### src/design/pmrm_consts.vh
// constants of the power monitor register map
`ifndef PMRM_CONSTS_VH
`define PMRM_CONSTS_VH
// register indices (word addresses)
`define PMRM_ADDR_SETUP      6'h00
`define PMRM_ADDR_CONV       6'h01
`define PMRM_ADDR_BUS_VOLTAGE_RESULT       6'h05
`define PMRM_ADDR_TEMP       6'h06
`define PMRM_ADDR_CURR       6'h07
`define PMRM_ADDR_POWER      6'h08
`define PMRM_ADDR_ENERGY     6'h09
`define PMRM_ADDR_CHARGE     6'h0A
`define PMRM_ADDR_FAULT      6'h0B
`define PMRM_ADDR_LIM_FIRST  6'h0C
`define PMRM_ADDR_LIM_LAST   6'h11
`define PMRM_ADDR_IDENT      6'h3E
// setup register fields
`define PMRM_BIT_FULL_RESET  15
`define PMRM_BIT_ACC_CLEAR   14
`define PMRM_DLY_MSB         13
`define PMRM_DLY_LSB         6
`define PMRM_SETUP_FIXED     16'h0010
// reset values
`define PMRM_CONV_RESET      16'hFB68
`define PMRM_LIMIT_RESET     16'h0000
// arbitrary neutral maker code
`define PMRM_IDENT_CODE      16'h5A5A
// start delay timing
`define PMRM_DLY_STEP_NS     2000000
`define PMRM_CLK_NS          25
`define PMRM_DLY_STEP_CYC    (`PMRM_DLY_STEP_NS / `PMRM_CLK_NS)
`endif

### src/design/pmrm_limit_bank.v
// bank of six 16-bit alert limit registers
`timescale 1ns/10ps
`include "pmrm_consts.vh"
module pmrm_limit_bank (
  input  wire         i_clk,
  input  wire         i_rst_n,
  input  wire         i_ce,
  input  wire         i_soft_rst,
  input  wire         i_wr,
  input  wire [2:0]   i_sel,
  input  wire [15:0]  i_wdata,
  output wire [95:0]  o_limits
);
  genvar g;
  // ******************************
  // one register per limit
  // ******************************
  generate
    for (g = 0; g < 6; g = g + 1) begin : g_lim
      reg [15:0] value;
      // limits revert to default on any reset
      always @(posedge i_clk or negedge i_rst_n) begin
        if (!i_rst_n) begin
          value <= `PMRM_LIMIT_RESET;
        end else if (i_ce) begin
          if (i_soft_rst) begin
            value <= `PMRM_LIMIT_RESET;
          end else if (i_wr && (i_sel == g)) begin
            value <= i_wdata;
          end
        end
      end
      assign o_limits[g*16 +: 16] = value;
    end
  endgenerate
endmodule // pmrm_limit_bank

### src/design/pmrm_start_delay.v
// initial conversion delay timer in 2 ms steps
`timescale 1ns/10ps
`include "pmrm_consts.vh"
module pmrm_start_delay (
  input  wire        i_clk,
  input  wire        i_rst_n,
  input  wire        i_ce,
  input  wire        i_restart,
  input  wire [7:0]  i_steps,
  output reg         o_done
);
  // step length in clock cycles, cut to the counter width on purpose
  localparam integer STEP_CYC_FULL = `PMRM_DLY_STEP_CYC;
  localparam [23:0]  STEP_CYC      = STEP_CYC_FULL[23:0];
  reg [23:0] cycles;
  reg [7:0]  steps;
  reg        armed;
  // ******************************
  // step counter
  // ******************************
  always @(posedge i_clk or negedge i_rst_n) begin
    if (!i_rst_n) begin
      cycles <= 24'h000000;
      steps  <= 8'h00;
      armed  <= 1'b1;
      o_done <= 1'b0;
    end else if (i_ce) begin
      if (i_restart) begin
        cycles <= 24'h000000;
        steps  <= 8'h00;
        armed  <= 1'b1;
        o_done <= 1'b0;
      end else if (armed) begin
        // code zero: no delay; each code adds 2 ms
        if (steps >= i_steps) begin
          armed  <= 1'b0;
          o_done <= 1'b1;
        end else if (cycles == STEP_CYC - 24'h000001) begin
          cycles <= 24'h000000;
          steps  <= steps + 8'h01;
        end else begin
          cycles <= cycles + 24'h000001;
        end
      end
    end
  end
endmodule // pmrm_start_delay

### src/design/pmrm_top.v
// register map of the current, voltage and power monitor
//
// Summary of operation
// - writing one to setup bit 15 resets all registers; bit self-clears.
// - writing one to setup bit 14 zeroes energy and charge accumulators.
// - setup bits 13..6 delay first conversion by 2 ms per code.
// - setup bit 4 reads one; bits 5 and 3..0 read zero.
// - converter setup at address 1 resets to FB68 hex.
// - read-only identification register at 3E hex gives fixed maker code.
// - die temperature result is a 16-bit register at address 6.
// - alert limits return to defaults on every power cycle.
`timescale 1ns/10ps
`include "pmrm_consts.vh"
module pmrm_top (
  input  wire         I_SYS_CLK,
  input  wire         I_RST_N,
  input  wire         I_CE,
  input  wire [5:0]   I_ADDR,
  input  wire [15:0]  I_WDATA,
  input  wire         I_WR,
  input  wire         I_RD,
  input  wire [15:0]  I_BUS_VOLTAGE_RESULT,
  input  wire [15:0]  I_TEMP,
  input  wire [15:0]  I_CURR,
  input  wire [23:0]  I_POWER,
  input  wire [39:0]  I_ENERGY_INC,
  input  wire [39:0]  I_CHARGE_INC,
  input  wire         I_SAMPLE,
  input  wire [15:0]  I_FAULT,
  output reg  [39:0]  O_RDATA,
  output reg  [15:0]  O_CONV_SETUP,
  output reg          O_CONV_ENABLE,
  output reg  [95:0]  O_LIMITS
);
  // ******************************
  // state
  // ******************************
  reg         soft_rst;
  reg         acc_clear;
  reg  [7:0]  start_delay;
  reg  [15:0] conv_setup;
  reg  [15:0] res_bus_voltage_result;
  reg  [15:0] res_temp;
  reg  [15:0] res_curr;
  reg  [23:0] res_power;
  reg  [39:0] energy;
  reg  [39:0] charge;
  reg  [15:0] fault_flags;
  reg  [39:0] next_rdata;
  wire [95:0] limits;
  wire        delay_done;
  wire        wr_setup;
  wire        lim_hit;
  wire [5:0]  lim_off;
  wire        wr_conv;
  wire        take_sample;

  assign wr_setup = I_WR && (I_ADDR == `PMRM_ADDR_SETUP);
  assign lim_hit  = (I_ADDR >= `PMRM_ADDR_LIM_FIRST) && (I_ADDR <= `PMRM_ADDR_LIM_LAST);
  assign lim_off  = I_ADDR - `PMRM_ADDR_LIM_FIRST;
  assign wr_conv  = I_WR && (I_ADDR == `PMRM_ADDR_CONV);
  // results are taken only once the start delay has expired
  assign take_sample = I_SAMPLE && delay_done;

  // ******************************
  // setup register: self-clearing strobes
  // ******************************
  // full reset like power-on; lives one cycle, then clears itself
  always @(posedge I_SYS_CLK or negedge I_RST_N) begin
    if (!I_RST_N) begin
      soft_rst <= 1'b0;
    end else if (I_CE) begin
      if (soft_rst) begin
        soft_rst <= 1'b0;
      end else if (wr_setup) begin
        soft_rst <= I_WDATA[`PMRM_BIT_FULL_RESET];
      end
    end
  end

  // accumulator clear; a one-cycle pulse, never read back
  always @(posedge I_SYS_CLK or negedge I_RST_N) begin
    if (!I_RST_N) begin
      acc_clear <= 1'b0;
    end else if (I_CE) begin
      if (soft_rst) begin
        acc_clear <= 1'b0;
      end else if (wr_setup) begin
        acc_clear <= I_WDATA[`PMRM_BIT_ACC_CLEAR];
      end else begin
        acc_clear <= 1'b0;
      end
    end
  end

  // ******************************
  // setup register: start delay code
  // ******************************
  // code kept for read-back and for the delay timer
  always @(posedge I_SYS_CLK or negedge I_RST_N) begin
    if (!I_RST_N) begin
      start_delay <= 8'h00;
    end else if (I_CE) begin
      if (soft_rst) begin
        start_delay <= 8'h00;
      end else if (wr_setup) begin
        start_delay <= I_WDATA[`PMRM_DLY_MSB:`PMRM_DLY_LSB];
      end
    end
  end

  // ******************************
  // converter setup register
  // ******************************
  // writes during the full reset cycle are lost, the default wins
  always @(posedge I_SYS_CLK or negedge I_RST_N) begin
    if (!I_RST_N) begin
      conv_setup <= `PMRM_CONV_RESET;
    end else if (I_CE) begin
      if (soft_rst) begin
        conv_setup <= `PMRM_CONV_RESET;
      end else if (wr_conv) begin
        conv_setup <= I_WDATA;
      end
    end
  end

  // ******************************
  // measurement results
  // ******************************
  // bus voltage result
  always @(posedge I_SYS_CLK or negedge I_RST_N) begin
    if (!I_RST_N) begin
      res_bus_voltage_result <= 16'h0000;
    end else if (I_CE) begin
      if (soft_rst) begin
        res_bus_voltage_result <= 16'h0000;
      end else if (take_sample) begin
        res_bus_voltage_result <= I_BUS_VOLTAGE_RESULT;
      end
    end
  end

  // die temperature result; the low four bits always read zero
  always @(posedge I_SYS_CLK or negedge I_RST_N) begin
    if (!I_RST_N) begin
      res_temp <= 16'h0000;
    end else if (I_CE) begin
      if (soft_rst) begin
        res_temp <= 16'h0000;
      end else if (take_sample) begin
        res_temp <= {I_TEMP[15:4], 4'h0};
      end
    end
  end

  // current result
  always @(posedge I_SYS_CLK or negedge I_RST_N) begin
    if (!I_RST_N) begin
      res_curr <= 16'h0000;
    end else if (I_CE) begin
      if (soft_rst) begin
        res_curr <= 16'h0000;
      end else if (take_sample) begin
        res_curr <= I_CURR;
      end
    end
  end

  // power result, 24 bits wide
  always @(posedge I_SYS_CLK or negedge I_RST_N) begin
    if (!I_RST_N) begin
      res_power <= 24'h000000;
    end else if (I_CE) begin
      if (soft_rst) begin
        res_power <= 24'h000000;
      end else if (take_sample) begin
        res_power <= I_POWER;
      end
    end
  end

  // fault flags, copied from the converter with each result
  always @(posedge I_SYS_CLK or negedge I_RST_N) begin
    if (!I_RST_N) begin
      fault_flags <= 16'h0000;
    end else if (I_CE) begin
      if (soft_rst) begin
        fault_flags <= 16'h0000;
      end else if (take_sample) begin
        fault_flags <= I_FAULT;
      end
    end
  end

  // ******************************
  // energy and charge accumulators
  // ******************************
  // a clear wins over an increment that falls in the same cycle
  always @(posedge I_SYS_CLK or negedge I_RST_N) begin
    if (!I_RST_N) begin
      energy <= 40'h0000000000;
    end else if (I_CE) begin
      if (soft_rst) begin
        energy <= 40'h0000000000;
      end else if (acc_clear) begin
        energy <= 40'h0000000000;
      end else if (take_sample) begin
        energy <= energy + I_ENERGY_INC; // wraps at 40 bits
      end
    end
  end

  // charge accumulator, cleared the same way as energy
  always @(posedge I_SYS_CLK or negedge I_RST_N) begin
    if (!I_RST_N) begin
      charge <= 40'h0000000000;
    end else if (I_CE) begin
      if (soft_rst) begin
        charge <= 40'h0000000000;
      end else if (acc_clear) begin
        charge <= 40'h0000000000;
      end else if (take_sample) begin
        charge <= charge + I_CHARGE_INC; // wraps at 40 bits
      end
    end
  end

  // ******************************
  // read mux, data one cycle after strobe
  // ******************************
  always @* begin
    next_rdata = 40'h0000000000; // unlisted addresses read zero
    case (I_ADDR)
      `PMRM_ADDR_SETUP:  next_rdata = {24'h000000, 1'b0, 1'b0, start_delay, 6'h00}
                                      | {24'h000000, `PMRM_SETUP_FIXED};
      `PMRM_ADDR_CONV:   next_rdata = {24'h000000, conv_setup};
      `PMRM_ADDR_BUS_VOLTAGE_RESULT:   next_rdata = {24'h000000, res_bus_voltage_result};
      `PMRM_ADDR_TEMP:   next_rdata = {24'h000000, res_temp};
      `PMRM_ADDR_CURR:   next_rdata = {24'h000000, res_curr};
      `PMRM_ADDR_POWER:  next_rdata = {16'h0000, res_power};
      `PMRM_ADDR_ENERGY: next_rdata = energy;
      `PMRM_ADDR_CHARGE: next_rdata = charge;
      `PMRM_ADDR_FAULT:  next_rdata = {24'h000000, fault_flags};
      `PMRM_ADDR_IDENT:  next_rdata = {24'h000000, `PMRM_IDENT_CODE};
      default: begin
        if (lim_hit) begin
          next_rdata = {24'h000000, limits[lim_off[2:0]*16 +: 16]};
        end
      end
    endcase
  end

  // ******************************
  // registered outputs
  // ******************************
  // read data stand one cycle after the strobe, zero otherwise
  always @(posedge I_SYS_CLK or negedge I_RST_N) begin
    if (!I_RST_N) begin
      O_RDATA <= 40'h0000000000;
    end else if (I_CE) begin
      O_RDATA <= I_RD ? next_rdata : 40'h0000000000;
    end
  end

  // copy of the converter setup for the converter
  always @(posedge I_SYS_CLK or negedge I_RST_N) begin
    if (!I_RST_N) begin
      O_CONV_SETUP <= `PMRM_CONV_RESET;
    end else if (I_CE) begin
      O_CONV_SETUP <= conv_setup;
    end
  end

  // converter runs once the start delay has expired
  always @(posedge I_SYS_CLK or negedge I_RST_N) begin
    if (!I_RST_N) begin
      O_CONV_ENABLE <= 1'b0;
    end else if (I_CE) begin
      O_CONV_ENABLE <= delay_done && !soft_rst;
    end
  end

  // copy of the alert limits
  always @(posedge I_SYS_CLK or negedge I_RST_N) begin
    if (!I_RST_N) begin
      O_LIMITS <= 96'h0;
    end else if (I_CE) begin
      O_LIMITS <= limits;
    end
  end

  // ******************************
  // submodules
  // ******************************
  pmrm_limit_bank u_limits (
    .i_clk      (I_SYS_CLK),
    .i_rst_n    (I_RST_N),
    .i_ce       (I_CE),
    .i_soft_rst (soft_rst),
    .i_wr       (I_WR && lim_hit),
    .i_sel      (lim_off[2:0]),
    .i_wdata    (I_WDATA),
    .o_limits   (limits)
  );

  pmrm_start_delay u_delay (
    .i_clk     (I_SYS_CLK),
    .i_rst_n   (I_RST_N),
    .i_ce      (I_CE),
    .i_restart (soft_rst || wr_setup),
    .i_steps   (wr_setup ? I_WDATA[`PMRM_DLY_MSB:`PMRM_DLY_LSB] : start_delay),
    .o_done    (delay_done)
  );
endmodule // pmrm_top

### config.mk
export PLATFORM = sky130hd
export DESIGN_NAME = pmrm_top
export DESIGN_NICKNAME = d
export VERILOG_FILES = /design/src/design/pmrm_limit_bank.v /design/src/design/pmrm_start_delay.v /design/src/design/pmrm_top.v
export VERILOG_INCLUDE_DIRS = /design/src /design/src/design
export SDC_FILE = /design/constraint.sdc
export NUM_CORES = 1
export LEC_CHECK = 0
export BUFFER_PORTS_ARGS = -buffer_cell sky130_fd_sc_hd__buf_4
export CORE_MARGIN = 2
export CORE_UTILIZATION = 30
export CTS_BUF_LIST = sky130_fd_sc_hd__clkbuf_8
export CTS_CLUSTER_SIZE = 16
export DETAILED_ROUTE_END_ITERATION = 8
export GPL_TIMING_DRIVEN = 0
export HOLD_SLACK_MARGIN = 0.12
export PLACE_DENSITY = 0.44
export SYNTH_ARGS = -nofsm -noshare
export SYNTH_HDL_FRONTEND = slang
export SYNTH_SLANG_ARGS = --single-unit
export TNS_END_PERCENT = 10
### constraint.sdc
create_clock -name I_SYS_CLK -period 5.2 [get_ports I_SYS_CLK]
set_input_delay 1.04 -clock I_SYS_CLK [delete_from_list [all_inputs] [get_ports I_SYS_CLK]]
set_output_delay 1.04 -clock I_SYS_CLK [all_outputs]
set_load 0.05 [all_outputs]
==> metrics list <==
* Worst Tran Pin Value: 1.10 ns
- Unique masters post-synth: 86
- Synthesis produced a netlist with a net count of 2,590.
- FF-to-FF path depth: 8
- The initial antenna violation count was 4.
* Number of design rule violations left after detail routing: 0
- In this run, post-CTS repair resized a total of 0 instances.
* Clock transition at path regs: 0.06 ns
- Cells with a size suffix above 1 make up 24.5% of the layout.
- IO Port Bufs: 341
- Root buf cell: sky130_fd_sc_hd__clkbuf_8
- Summed over all layers, the global routing overflow is 0.
- The final number of hold-violating endpoints is 0.
- Number of violations of the max-capacitance limit: 0
* Register area share after synthesis: 48.3%
- Count of nets left with antenna violations after detail routing: 0
* RSZ-0062 raised after global routing: false
- On the worst path, the slowest cell contributes a delay of 0.44 ns.
* Final design instance area without fill: 0.0304 mm2
* Critical R2R Launch: soft_rst
- After routing, the total negative slack on setup checks comes to 0 ns.
* Number of detailed-routing iterations run before antenna repair: 7
- In this run the worst path has a maximum fanout of 10.
- Number of global-route vias before repair: 21.0k
- Critical Path Stages: 15
- At the end of the flow, the number of nets in the layout was 3,025.
- At the worst endpoint, the required time is 5.75 ns.
* Buffer and inverter count on the worst path: 4
- For this block, the routed nets add up to 99.1 mm of wire.
- Setup violations remaining at the end of the flow were counted as 0.
- Most frequent cell on the critical path: sky130_fd_sc_hd__buf_2
* I/O pin total: 349
- Worst Clk Skew: 0.0480 ns
- The placed instances occupy a cell area of 0.0286 mm2.
- Row cnt: 104
- CTS built an H-tree with a depth of 3.
* Vias per Instance: 5.39
- The max-slew violation total from the final report is 0.
* CP startpoint kind: primary input
* Hold-fix buffers at CTS: 0
- Area growth syn-to-layout: 23.7%
* Cts bufs inserted: 87
- After the flow finishes, the layout carries non-filler instances totaling 3,872.
- The flow ran to the end, and the final reports show no timing, DRC or antenna violations.
- Synthesized cell area: 0.0246 mm2
- Post-CTS timing repair inserted 0 buffers for setup.
* Top FF cell, synth: sky130_fd_sc_hd__dfrtp_1
- Overall global routing resource usage: 23.1%
- Die Width: 290 um
- Derived from the worst setup path, the maximum achievable clock frequency is 0.225 GHz.
- Worst relative slew slack: 24.6%
- The congestion estimate from routability-driven global placement came to 0.891.
* Yosys warns: 0
- The critical path goes through buf_4 -> buf_2 -> nor2_4 -> and3_1 -> buf_2 -> nand2_2 -> mux2i_1 -> ha_1 -> a2111oi_0 -> nand2_1 -> o22ai_1 -> a21oi_2 -> nor3_2 -> clkbuf_1 -> nor2_1.
* Cell at the slowest stage of the critical path: sky130_fd_sc_hd__a2111oi_0
- Yosys mapped a number of flops with a built-in enable equal to 0.
- The worst path meets setup with 0.754 ns of slack.
* Fraction of the cycle the final worst path needs: 85.5%
* Min Tclk post-route: 4.45 ns
- First-pass GRT wire length: 144 mm
- Power density over cell area: 467 mW/mm2
- Share of async-settable or async-resettable flops after synthesis: 100%
* Setup crit end: u_delay.cycles[14]
- Summing over every cut layer, the via total after detailed routing is 20.9k.
* Pin count of the biggest net entering global routing: 122
- In this run the mean area of a mapped cell was 10.7 um2.
* Number of DRC markers after the initial detailed-route iteration: 1,763
- The endpoint identified for the worst register-to-register timing path is charge[11].
- Placement-stage worst setup slack: -0.00674 ns
- No sink is reached through more buffers than the 3 on the longest clock path.
* Source of the critical timing path: I_ADDR[1]
* TritonCTS sink count: 473
* Peak supply drop: 188 uV
* Worst hold path type: in -> async
* Clk_lat worst skew: 0.73 ns
- Routed len/inst: 25.6 um
* Cell family with most CP delay: simple AND/OR/NAND/NOR gates
* CTS tree: built
* Post-placement cell count: 3,710
- Worst EP arrival: 5.00 ns
- Synthesis produced a netlist whose cell count is 2,304.
* Leakage Power: 0.0141 uW
- In this run the register-to-register setup slack is 1.75 ns.
- Critical Setup Path Class: in -> reg
* Standard cell core area: 0.0808 mm2
- Total Die Area: 0.0842 mm2
- Die Y: 290 um
- The worst setup path is captured at a flip-flop.
- Initial Utilization: 30.4%
* DPL Wire Length: 77.3 mm
- In this run, synthesis produced a sequential element count of 473.
==> placed cells by master (no fill, tap or decap), types with 21 or more instances in the layout <==
| master | instances |
|---|---|
| sky130_fd_sc_hd__nand2b_1 | 26 |
| sky130_fd_sc_hd__o21ai_0 | 164 |
| sky130_fd_sc_hd__xnor2_1 | 40 |
| sky130_fd_sc_hd__nor2b_1 | 22 |
| sky130_fd_sc_hd__dfrtp_1 | 452 |
| sky130_fd_sc_hd__xor2_1 | 33 |
| sky130_fd_sc_hd__nand2_1 | 232 |
| sky130_fd_sc_hd__a21o_1 | 48 |
| sky130_fd_sc_hd__and3_1 | 21 |
| sky130_fd_sc_hd__a22o_1 | 96 |
| sky130_fd_sc_hd__clkbuf_8 | 108 |
| sky130_fd_sc_hd__nand3_1 | 56 |
| sky130_fd_sc_hd__o21ai_1 | 52 |
| sky130_fd_sc_hd__a21oi_1 | 116 |
| sky130_fd_sc_hd__buf_4 | 340 |
| sky130_fd_sc_hd__o2bb2ai_1 | 52 |
| sky130_fd_sc_hd__ha_1 | 88 |
| sky130_fd_sc_hd__mux2_2 | 134 |
| sky130_fd_sc_hd__dfstp_2 | 21 |
| sky130_fd_sc_hd__nor2_1 | 82 |
| sky130_fd_sc_hd__inv_1 | 64 |
| sky130_fd_sc_hd__clkbuf_1 | 112 |
| sky130_fd_sc_hd__mux2i_1 | 58 |
| sky130_fd_sc_hd__nand4_1 | 21 |
| sky130_fd_sc_hd__a22oi_1 | 37 |
==> state kept, by name, indices dropped and copies added (netlist names), 24 cells and up <==
register	count
u_limits.g_lim.value	96
res_power	24
u_delay.cycles	24
O_LIMITS	96
O_RDATA	40
charge	40
energy	40
==> report_power, final <==
group	internal (uW)	total, uW	switching (uW)	leakage [uW]
combinational	2110	5130	3020	0.00699
sequential	4550	5410	859	0.00608
clock	1910	3660	1750	0.00103
total	8570	14200	5630	0.0141
==> kinds of logic (layout without fill, tap and decap cells) <==
group,after synthesis,after routing,share of synthesized area [%]
simple gates,537,537,10.4
fa+ha+maj,90,90,4.65
other cells,0,4,0
flops,473,473,48.3
buf+inv,177,681,2.78
compound gates,724,724,20.2
mux,230,230,11.1
xor+xnor,73,73,2.60
==> final cells by class <==
class | instances | area, um2
fillers | 8131 | 50400
multi-input cells | 1654 | 12000
flip-flops and latches | 473 | 11900
repair buffers | 346 | 2690
clock buffers | 108 | 1490
well taps | 1060 | 1330
plain buffers | 142 | 551
clock inverters | 50 | 294
inverters | 35 | 131
diodes | 4 | 10.0
==> per-layer routing <==
layer | up-vias | part of all wire (%) | GRT usage (%) | wire (um)
li1 | 9460 | - | - | -
met1 | 10600 | 46 | 32.3 | 45300
met2 | 755 | 46 | 36.9 | 45900
met3 | 108 | 5.9 | 3.88 | 5880
met4 | 2 | 2.1 | 6.21 | 2040
met5 | - | 0.012 | 0 | 12
==> per-stage QoR <==
stage                     utilization, %  power (uW)  hold slack [ns]
after floorplan                        -        8730            0.456
after global placement              35.2       10500            0.476
after detailed placement            35.4       10500            0.479
after CTS                           37.6       14300            0.316
after global routing                37.6       15100            0.346
final                               37.6       14200            0.324
==> synth_stat cells (14+ instances only) <==
| cell type | n | area [um2] |
|---|---|---|
| sky130_fd_sc_hd__buf_1 | 16 | 60.1 |
| sky130_fd_sc_hd__nand4_1 | 21 | 131 |
| sky130_fd_sc_hd__nand2b_1 | 26 | 163 |
| sky130_fd_sc_hd__a21oi_1 | 116 | 581 |
| sky130_fd_sc_hd__nor3_1 | 17 | 85.1 |
| sky130_fd_sc_hd__o21a_1 | 14 | 105 |
| sky130_fd_sc_hd__buf_2 | 14 | 70.1 |
| sky130_fd_sc_hd__inv_1 | 33 | 124 |
| sky130_fd_sc_hd__mux4_2 | 18 | 405 |
| sky130_fd_sc_hd__dfstp_2 | 21 | 552 |
| sky130_fd_sc_hd__xnor2_1 | 40 | 350 |
| sky130_fd_sc_hd__nor2_1 | 82 | 308 |
| sky130_fd_sc_hd__a22o_1 | 96 | 841 |
| sky130_fd_sc_hd__ha_1 | 88 | 1100 |
| sky130_fd_sc_hd__dfrtp_1 | 452 | 11300 |
| sky130_fd_sc_hd__mux2i_1 | 58 | 581 |
| sky130_fd_sc_hd__nand3_1 | 56 | 280 |
| sky130_fd_sc_hd__nand2_1 | 232 | 871 |
| sky130_fd_sc_hd__o21ai_1 | 52 | 260 |
| sky130_fd_sc_hd__a21o_1 | 48 | 360 |
| sky130_fd_sc_hd__xor2_1 | 33 | 289 |
| sky130_fd_sc_hd__mux2_1 | 20 | 225 |
| sky130_fd_sc_hd__a31oi_1 | 17 | 106 |
| sky130_fd_sc_hd__mux2_2 | 134 | 1510 |
| sky130_fd_sc_hd__o2bb2ai_1 | 52 | 455 |
| sky130_fd_sc_hd__o21bai_1 | 14 | 105 |
| sky130_fd_sc_hd__nor2b_1 | 22 | 138 |
| sky130_fd_sc_hd__and3_1 | 21 | 131 |
| sky130_fd_sc_hd__o21ai_0 | 164 | 821 |
| sky130_fd_sc_hd__clkbuf_1 | 112 | 420 |
| sky130_fd_sc_hd__a22oi_1 | 37 | 278 |
==> how the worst min path moves through the flow <==
stage	startpoint	to	slack [ns]	cells past startpoint
after CTS	I_RST_N	O_LIMITS[76]	0.32	1
after floorplan	u_delay.cycles[4]	u_delay.cycles[4]	0.46	1
after global routing	I_RST_N	O_LIMITS[76]	0.35	1
after detailed placement	O_RDATA[18]	O_RDATA[18]	0.48	1
after global placement	O_RDATA[31]	O_RDATA[31]	0.48	1
final	I_RST_N	O_LIMITS[76]	0.32	1
Note: power is estimated with default switching activity, not from simulation.
